**src/logic/smsw_pkg.sv**
```systemverilog
// Purpose: shared constants for the switch monitor sleep/wake controller
// Assumes: 40 MHz core clock
// Notes:   times kept in printed units, cycle counts derived from them
package smsw_pkg;
    // =========================================================
    // geometry and sleep command fields
    localparam int NSW           = 22;
    localparam int INT_FIELD_LO  = 3;
    localparam int SCAN_FIELD_LO = 0;
    localparam int CFG_W         = 6;
    localparam logic [2:0] INT_OFF_CODE  = 3'h7;
    localparam logic [2:0] SCAN_OFF_CODE = 3'h0;
    localparam logic [5:0] CFG_RESET     = 6'h00;

    // =========================================================
    // timing
    localparam int CLK_KHZ     = 40000;
    localparam int INT_BASE_MS = 32;
    localparam int SCAN_BASE_US = 1000;
    localparam int SCAN_WIN_US = 125;
    localparam int WET_MS      = 20;
    localparam int INT_BASE_CYC  = INT_BASE_MS * CLK_KHZ;
    localparam int SCAN_BASE_CYC = SCAN_BASE_US * CLK_KHZ / 1000;
    localparam int SCAN_WIN_CYC  = SCAN_WIN_US * CLK_KHZ / 1000;
    localparam int WET_CYC       = WET_MS * CLK_KHZ;

    // =========================================================
    // operating mode
    typedef enum logic [1:0] {
        mode_normal = 2'b00,
        mode_sleep  = 2'b01,
        mode_scan   = 2'b10
    } smsw_mode_t;
endpackage : smsw_pkg

```
**src/logic/smsw_ctrl.sv**
```systemverilog
// Purpose: mode, sleep timers, wake sources, interrupt, wetting, thermal
// Assumes: all inputs synchronous to i_clk; switch inputs 1 = closed
// Notes:   configuration arrives as level ports held by the command decoder
`timescale 1ns/1ps

module smsw_ctrl #(
    parameter int INT_BASE_CYC  = smsw_pkg::INT_BASE_CYC,
    parameter int SCAN_BASE_CYC = smsw_pkg::SCAN_BASE_CYC,
    parameter int SCAN_WIN_CYC  = smsw_pkg::SCAN_WIN_CYC,
    parameter int WET_CYC       = smsw_pkg::WET_CYC
) (
    input  wire logic                     i_clk,
    input  wire logic                     i_reset_n,
    input  wire logic                     i_sleep_cmd,
    input  wire logic [smsw_pkg::CFG_W-1:0] i_sleep_cfg,
    input  wire logic                     i_status_read,
    input  wire logic                     i_cs_n,
    input  wire logic                     i_wake_n,
    input  wire logic                     i_irq_line_n,
    input  wire logic                     i_vdd_ok,
    input  wire logic                     i_over_temp,
    input  wire logic [smsw_pkg::NSW-1:0] i_sw_closed,
    input  wire logic [smsw_pkg::NSW-1:0] i_wake_en,
    input  wire logic [smsw_pkg::NSW-1:0] i_metallic,
    input  wire logic [smsw_pkg::NSW-1:0] i_wet_timer_en,
    output logic                          o_sleep,
    output logic                          o_inputs_active,
    output logic                          o_irq_n,
    output logic                          o_therm_flag,
    output logic [smsw_pkg::NSW-1:0]      o_status,
    output logic [smsw_pkg::NSW-1:0]      o_high_current
);

    // =========================================================
    // helpers
    function automatic logic [31:0] period(input int base,
                                           input logic [2:0] code);
        period = 32'(base) << code;
    endfunction : period

    smsw_pkg::smsw_mode_t           mode_reg;
    logic [smsw_pkg::CFG_W-1:0]     cfg_reg;
    logic [31:0]                    int_cnt_reg;
    logic [31:0]                    scan_cnt_reg;
    logic [31:0]                    win_cnt_reg;
    logic                           cs_prev_reg;
    logic                           wake_prev_reg;
    logic                           irq_prev_reg;
    logic                           ack_pend_reg;
    logic                           frame_evt_reg;
    logic                           chg_frame_reg;
    logic [23:0]                    wet_cnt_reg [smsw_pkg::NSW];

    logic [2:0]                     int_code;
    logic [2:0]                     scan_code;
    logic                           asleep;
    logic                           cs_fall;
    logic                           cs_rise;
    logic                           pin_wake;
    logic                           int_expire;
    logic                           scan_expire;
    logic                           win_end;
    logic                           scan_change;
    logic                           norm_change;
    logic                           therm_evt;
    logic                           irq_set;
    logic                           wake_now;
    logic [smsw_pkg::NSW-1:0]       diff;

    assign int_code  = cfg_reg[smsw_pkg::INT_FIELD_LO +: 3];
    assign scan_code = cfg_reg[smsw_pkg::SCAN_FIELD_LO +: 3];
    assign asleep    = (mode_reg != smsw_pkg::mode_normal);
    assign cs_fall   = cs_prev_reg & ~i_cs_n;
    assign cs_rise   = ~cs_prev_reg & i_cs_n;
    assign diff      = (i_sw_closed ^ o_status) & i_wake_en;

    // =========================================================
    // wake sources
    // irq and cs edges come from the logic supply domain, so they are
    // gated by its presence rather than trusted while it is off
    assign pin_wake = (wake_prev_reg & ~i_wake_n)
        | (irq_prev_reg & ~i_irq_line_n & i_wake_n & i_vdd_ok)
        | (cs_fall & i_vdd_ok);

    assign int_expire  = asleep && int_code != smsw_pkg::INT_OFF_CODE
        && int_cnt_reg == period(INT_BASE_CYC, int_code) - 32'h0000_0001;
    assign scan_expire = (mode_reg == smsw_pkg::mode_sleep)
        && scan_code != smsw_pkg::SCAN_OFF_CODE
        && scan_cnt_reg == period(SCAN_BASE_CYC, scan_code - 3'h1)
                           - 32'h0000_0001;
    assign win_end     = (mode_reg == smsw_pkg::mode_scan)
        && win_cnt_reg == 32'(SCAN_WIN_CYC) - 32'h0000_0001;
    assign scan_change = win_end && (|diff);
    assign norm_change = !asleep && (|diff);
    assign therm_evt   = !asleep && i_over_temp && !o_therm_flag;
    assign irq_set     = norm_change | int_expire | scan_change | therm_evt;
    assign wake_now    = asleep && (pin_wake || int_expire || scan_change);

    // =========================================================
    // edge history
    always_ff @(posedge i_clk or negedge i_reset_n) begin
        if (!i_reset_n) begin
            cs_prev_reg   <= 1'b1;
            wake_prev_reg <= 1'b1;
            irq_prev_reg  <= 1'b1;
        end else begin
            cs_prev_reg   <= i_cs_n;
            wake_prev_reg <= i_wake_n;
            irq_prev_reg  <= i_irq_line_n;
        end
    end

    // =========================================================
    // mode
    always_ff @(posedge i_clk or negedge i_reset_n) begin
        if (!i_reset_n) begin
            mode_reg        <= smsw_pkg::mode_normal;
            cfg_reg         <= smsw_pkg::CFG_RESET;
            o_sleep         <= 1'b0;
            o_inputs_active <= 1'b1;
        end else begin
            case (mode_reg)
                smsw_pkg::mode_normal: begin
                    o_inputs_active <= 1'b1;
                    if (i_sleep_cmd) begin
                        cfg_reg         <= i_sleep_cfg;
                        mode_reg        <= smsw_pkg::mode_sleep;
                        o_sleep         <= 1'b1;
                        o_inputs_active <= 1'b0;
                    end
                end
                smsw_pkg::mode_sleep: begin
                    if (pin_wake || int_expire) begin
                        mode_reg        <= smsw_pkg::mode_normal;
                        o_sleep         <= 1'b0;
                        o_inputs_active <= 1'b1;
                    end else if (scan_expire) begin
                        mode_reg        <= smsw_pkg::mode_scan;
                        o_inputs_active <= 1'b1;
                    end
                end
                smsw_pkg::mode_scan: begin
                    if (pin_wake || int_expire || scan_change) begin
                        mode_reg        <= smsw_pkg::mode_normal;
                        o_sleep         <= 1'b0;
                        o_inputs_active <= 1'b1;
                    end else if (win_end) begin
                        mode_reg        <= smsw_pkg::mode_sleep;
                        o_inputs_active <= 1'b0;
                    end
                end
                default: begin
                    mode_reg        <= smsw_pkg::mode_normal;
                    o_sleep         <= 1'b0;
                    o_inputs_active <= 1'b1;
                end
            endcase
        end
    end

    // =========================================================
    // sleep timers; cleared whenever normal so the next sleep
    // starts each from a full period
    always_ff @(posedge i_clk or negedge i_reset_n) begin
        if (!i_reset_n) begin
            int_cnt_reg <= 32'h0000_0000;
        end else if (!asleep || wake_now
                     || int_code == smsw_pkg::INT_OFF_CODE) begin
            int_cnt_reg <= 32'h0000_0000;
        end else begin
            int_cnt_reg <= int_cnt_reg + 32'h0000_0001;
        end
    end

    always_ff @(posedge i_clk or negedge i_reset_n) begin
        if (!i_reset_n) begin
            scan_cnt_reg <= 32'h0000_0000;
            win_cnt_reg  <= 32'h0000_0000;
        end else begin
            if (mode_reg != smsw_pkg::mode_sleep || scan_expire
                || wake_now) begin
                scan_cnt_reg <= 32'h0000_0000;
            end else if (scan_code != smsw_pkg::SCAN_OFF_CODE) begin
                scan_cnt_reg <= scan_cnt_reg + 32'h0000_0001;
            end
            if (mode_reg == smsw_pkg::mode_scan && !win_end) begin
                win_cnt_reg <= win_cnt_reg + 32'h0000_0001;
            end else begin
                win_cnt_reg <= 32'h0000_0000;
            end
        end
    end

    // =========================================================
    // switch status: tracks inputs in normal, held from before
    // sleep and only refreshed when a scan wakes the device
    always_ff @(posedge i_clk or negedge i_reset_n) begin
        if (!i_reset_n) begin
            o_status <= '0;
        end else if (!asleep || scan_change) begin
            o_status <= i_sw_closed;
        end
    end

    // =========================================================
    // interrupt; acknowledge takes effect at the end of the frame
    always_ff @(posedge i_clk or negedge i_reset_n) begin
        if (!i_reset_n) begin
            o_irq_n       <= 1'b1;
            ack_pend_reg  <= 1'b0;
            frame_evt_reg <= 1'b0;
        end else begin
            if (irq_set) begin
                o_irq_n <= 1'b0;
            end else if (cs_rise && ack_pend_reg && !frame_evt_reg) begin
                o_irq_n <= 1'b1;
            end
            if (cs_rise) begin
                ack_pend_reg  <= 1'b0;
                frame_evt_reg <= 1'b0;
            end else begin
                if (i_status_read) begin
                    ack_pend_reg <= 1'b1;
                end
                if (irq_set && !i_cs_n) begin
                    frame_evt_reg <= 1'b1;
                end
            end
        end
    end

    always_ff @(posedge i_clk or negedge i_reset_n) begin
        if (!i_reset_n) begin
            chg_frame_reg <= 1'b0;
        end else if (cs_rise) begin
            chg_frame_reg <= 1'b0;
        end else if (!i_cs_n && norm_change) begin
            chg_frame_reg <= 1'b1;
        end
    end

    // =========================================================
    // thermal flag: set wins over the clear on the same edge
    always_ff @(posedge i_clk or negedge i_reset_n) begin
        if (!i_reset_n) begin
            o_therm_flag <= 1'b0;
        end else if (therm_evt) begin
            o_therm_flag <= 1'b1;
        end else if (cs_rise && !i_over_temp) begin
            o_therm_flag <= 1'b0;
        end
    end

    // =========================================================
    // wetting current; each input restarts its own window on change
    always_ff @(posedge i_clk or negedge i_reset_n) begin
        if (!i_reset_n) begin
            for (int i = 0; i < smsw_pkg::NSW; i++) begin
                wet_cnt_reg[i] <= 24'h00_0000;
            end
        end else begin
            for (int i = 0; i < smsw_pkg::NSW; i++) begin
                if (asleep) begin
                    wet_cnt_reg[i] <= 24'h00_0000;
                end else if (i_sw_closed[i] != o_status[i]) begin
                    wet_cnt_reg[i] <= 24'(WET_CYC);
                end else if (wet_cnt_reg[i] != 24'h00_0000) begin
                    wet_cnt_reg[i] <= wet_cnt_reg[i] - 24'h00_0001;
                end
            end
        end
    end

    // derating follows the live overtemp level, so settings come
    // back by themselves once the die cools
    always_ff @(posedge i_clk or negedge i_reset_n) begin
        if (!i_reset_n) begin
            o_high_current <= '0;
        end else begin
            for (int i = 0; i < smsw_pkg::NSW; i++) begin
                o_high_current[i] <= !asleep && !i_over_temp
                    && i_metallic[i]
                    && (i_wet_timer_en[i] ? wet_cnt_reg[i] != 24'h0
                                          : i_sw_closed[i]);
            end
        end
    end
endmodule : smsw_ctrl

```
**config.mk**
```make
export PLATFORM = sky130hd
export DESIGN_NAME = smsw_ctrl
export DESIGN_NICKNAME = d
export VERILOG_FILES = /design/src/logic/smsw_pkg.sv /design/src/logic/smsw_ctrl.sv
export SDC_FILE = /design/constraint.sdc
export NUM_CORES = 1
export LEC_CHECK = 0
export BUFFER_PORTS_ARGS = -buffer_cell sky130_fd_sc_hd__buf_2
export CAP_MARGIN = 20
export CORE_AREA = 2 2 319 321
export CTS_BUF_LIST = sky130_fd_sc_hd__clkbuf_8
export DETAILED_ROUTE_END_ITERATION = 6
export DIE_AREA = 0 0 321 323
export SETUP_SLACK_MARGIN = 0.15
export SLEW_MARGIN = 20
export SYNTH_ARGS = -nofsm -noshare
export SYNTH_HDL_FRONTEND = slang
export SYNTH_SLANG_ARGS = --single-unit
export TNS_END_PERCENT = 10
```
**constraint.sdc**
```tcl
create_clock -name i_clk -period 7.5 [get_ports i_clk]
set_clock_uncertainty 0.05 [all_clocks]
set_input_delay 0.375 -clock i_clk [delete_from_list [all_inputs] [get_ports i_clk]]
set_output_delay 0.375 -clock i_clk [all_outputs]
set_load 0.02 [all_outputs]
```
==> metrics.txt <==
status=finished clean; Num CTS Buffers=133; Ports=151; Final nets=4,100; worst vdd ir=0.1829 mV; PortBufs=150; Leakage=17.68 nW; WL final=78,160 um; clock period minus worst slack=4.505 ns; pin count of the biggest net entering global routing=162; Pint=9.403 mW; clk_lat worst skew=0.79 ns; Worst EP arrival=5.07 ns; Cell variety after synth=83; placed instance count=5,048; wire per inst=14.56 um; GR Overflow Total=0; RSZ-0062 raised after global routing=false; Max-Slew Margin vs Limit=28.55%; average size of a mapped cell=9.514 um^2; post-route cell area=40,660 um^2; area of the multi-input gates=16,950 um^2; vias in the first global route=26,460; Hold Slack=0.1465 ns; commonest non-fill, non-tap cell in the layout=dfrtp_1; area of the core=100,700 um^2; Post-Layout Cell Count=5,369; Avg Vias per Cell=4.963; Synth Cell Area=34,820 um^2; via count=26,650; Post-DP Area=37,080 um^2; min-delay worst type=in -> async; commonest non-fill, non-tap cells in the layout=dfrtp_1 (680), nor2_1 (610), xnor2_1 (340); Async SR Flop Fraction=100.0%; max incr delay on CP=0.57 ns; GRT Total Usage=15.34%; CP Max Fanout=33; first-pass GRT wire length=132,100 um; CTS sink cnt=685; dpl ws=2.996 ns; period utilisation layout=60.06%; Peak Freq=222.0 MHz; initial antenna violation count=7; row count=117; P_sw=6.299 mW; Final TNS setup=0 ns; Seq cells post-synth=685; initial DRC count=1,743; clock network fraction of total power=24.4%; Yosys warnings=0; final worst setup slack=2.995 ns; H-tree depth=4; hold_buf cts=83; Layout area overhead=16.76%; post-synthesis cell count=3,660; DRT Pass-1 Iters=5; clk buf depth=3; fillers=9,941; Syn Nets=3,803; Design Power=15.70 mW; final core occ=40.37%; Sequential Power Share=34.7%; Post-CTS Resized=0; CTS tree=yes; clock root buffer=clkbuf_8; Max Slew Vio Count=0; Post-synth EDFFs=0; CP startpoint kind=register; GPL Wtd Cong=0.8045; FF/Latch Area=17,150 um^2; clk slew on worst S/H paths=0.06 ns; final-report hold violation count=0; Crit-path slowest cell=xnor2_1; register area share after synthesis=49.24%; Least-Margin Pin Slew=1.072 ns; max reg flops=528; Die Wd=321 um; DIE AREA=103,700 um^2; Max-Cap Viols=0; Die Y=323 um; Setup violations, final=0; Worst EP required=8.06 ns; Final HPWL DP=49,860 um; Residual DRC=0; CP endpoint kind=register; post-route ant nets=0; setup repair bufs after CTS=0; Switching Fraction=40.12%; Setup CP Type=reg -> reg; Pwr Density=386.2 nW/um^2; share of cells above drive strength 1=10.94%; crit-path cells=inv_1, ha_1, xnor2_1, nand2_1, ha_1, xnor2_1, or4_1, nor4_1, nand4_1, nor4_1, and4_1, nand3b_2, o21ai_0; Synth Flop Type=dfrtp_1; Comb power frac=40.9%; initial core utilization=34.57%
==> final cells by class <==
type	instances	area share, %
clock buffers	167	5.653
clock inverters	68	1.089
well taps	1309	4.028
diodes	3	0.01846
flip-flops and latches	685	42.18
repair buffers	258	4.468
multi-input cells	2785	41.70
inverters	94	0.8678
==> cell families after synthesis <==
kind of cell	synth area share (%)
AO/OA/AOI/OAI	7.046
XOR/XNOR	13.38
AND/OR/NAND/NOR	24.79
flip-flops	49.24
multiplexers	1.962
adder cells (fa/ha/maj)	1.437
buffers and inverters	2.145
==> metal layers <==
metal	vias to the layer above	GRT usage, %	part of all wire (%)
li1	13240	-	-
met2	404	23.92	44
met5	-	0	0.051
met1	12860	20.61	48
met3	138	3.750	4.9
met4	6	5.763	2.7
==> Yosys cell counts (10+ instances only) <==
library cell  number  share of area [%]
dfrtp_1          680                 49
nor2_1           612                6.6
xnor2_1          340                8.6
nand2_1          273                2.9
a21oi_1          236                3.4
xor2_1           192                4.8
nor3_1           189                2.7
or3_1            116                2.1
nor4_1            95                1.7
inv_1             94                1.0
nand3_1           93                1.3
clkbuf_1          74               0.80
o21ai_0           62               0.89
nand2b_1          58                1.0
nor2b_1           51               0.92
or4_1             48                1.0
ha_1              40                1.4
nand4_1           36               0.65
and3_1            34               0.61
mux2i_1           33               0.95
a211oi_1          32               0.69
mux2_2            30               0.97
nor3b_1           24               0.52
buf_2             15               0.22
and2_1            14               0.25
o31ai_1           13               0.28
and4_1            12               0.30
nand3b_1          12               0.26
or2_2             12               0.22
a31oi_1           11               0.20
nand4b_1          10               0.25
nor4b_1           10               0.25
==> power groups by stage <==
stage	clock network [mW]	registers (mW)	logic (mW)
finish	3.83	5.45	6.42
global placement	0	5.47	6.32
detailed placement	0	5.49	6.40
floorplan	0	5.39	4.94
global route	4.16	5.60	7.28
CTS	3.99	5.45	6.48
==> path summary, 6_finish.rpt <==
check,endpoint,cells past startpoint,from,slack (ns)
worst max-delay path,mode_reg[0],13,cfg_reg[0],3.00
worst min-delay path,wet_cnt_reg[194],2,i_reset_n,0.15
worst max register to register,mode_reg[0],13,cfg_reg[0],3.00
worst min register to register,ack_pend_reg,1,ack_pend_reg,0.44
max in group asynchronous,wet_cnt_reg[402],4,i_reset_n,5.41
min in group i_clk,o_irq_n,4,i_wake_en[6],0.15
==> worst max-delay path: cells and delay by family, from the launching register on <==
family | cells | cell delay [ns]
simple gates | 7 | 2.05
xor+xnor | 2 | 0.71
fa+ha+maj | 2 | 0.66
flops | 1 | 0.53
compound gates | 1 | 0.19
buf+inv | 1 | 0.17
Note: power is estimated with default switching activity, not from simulation.
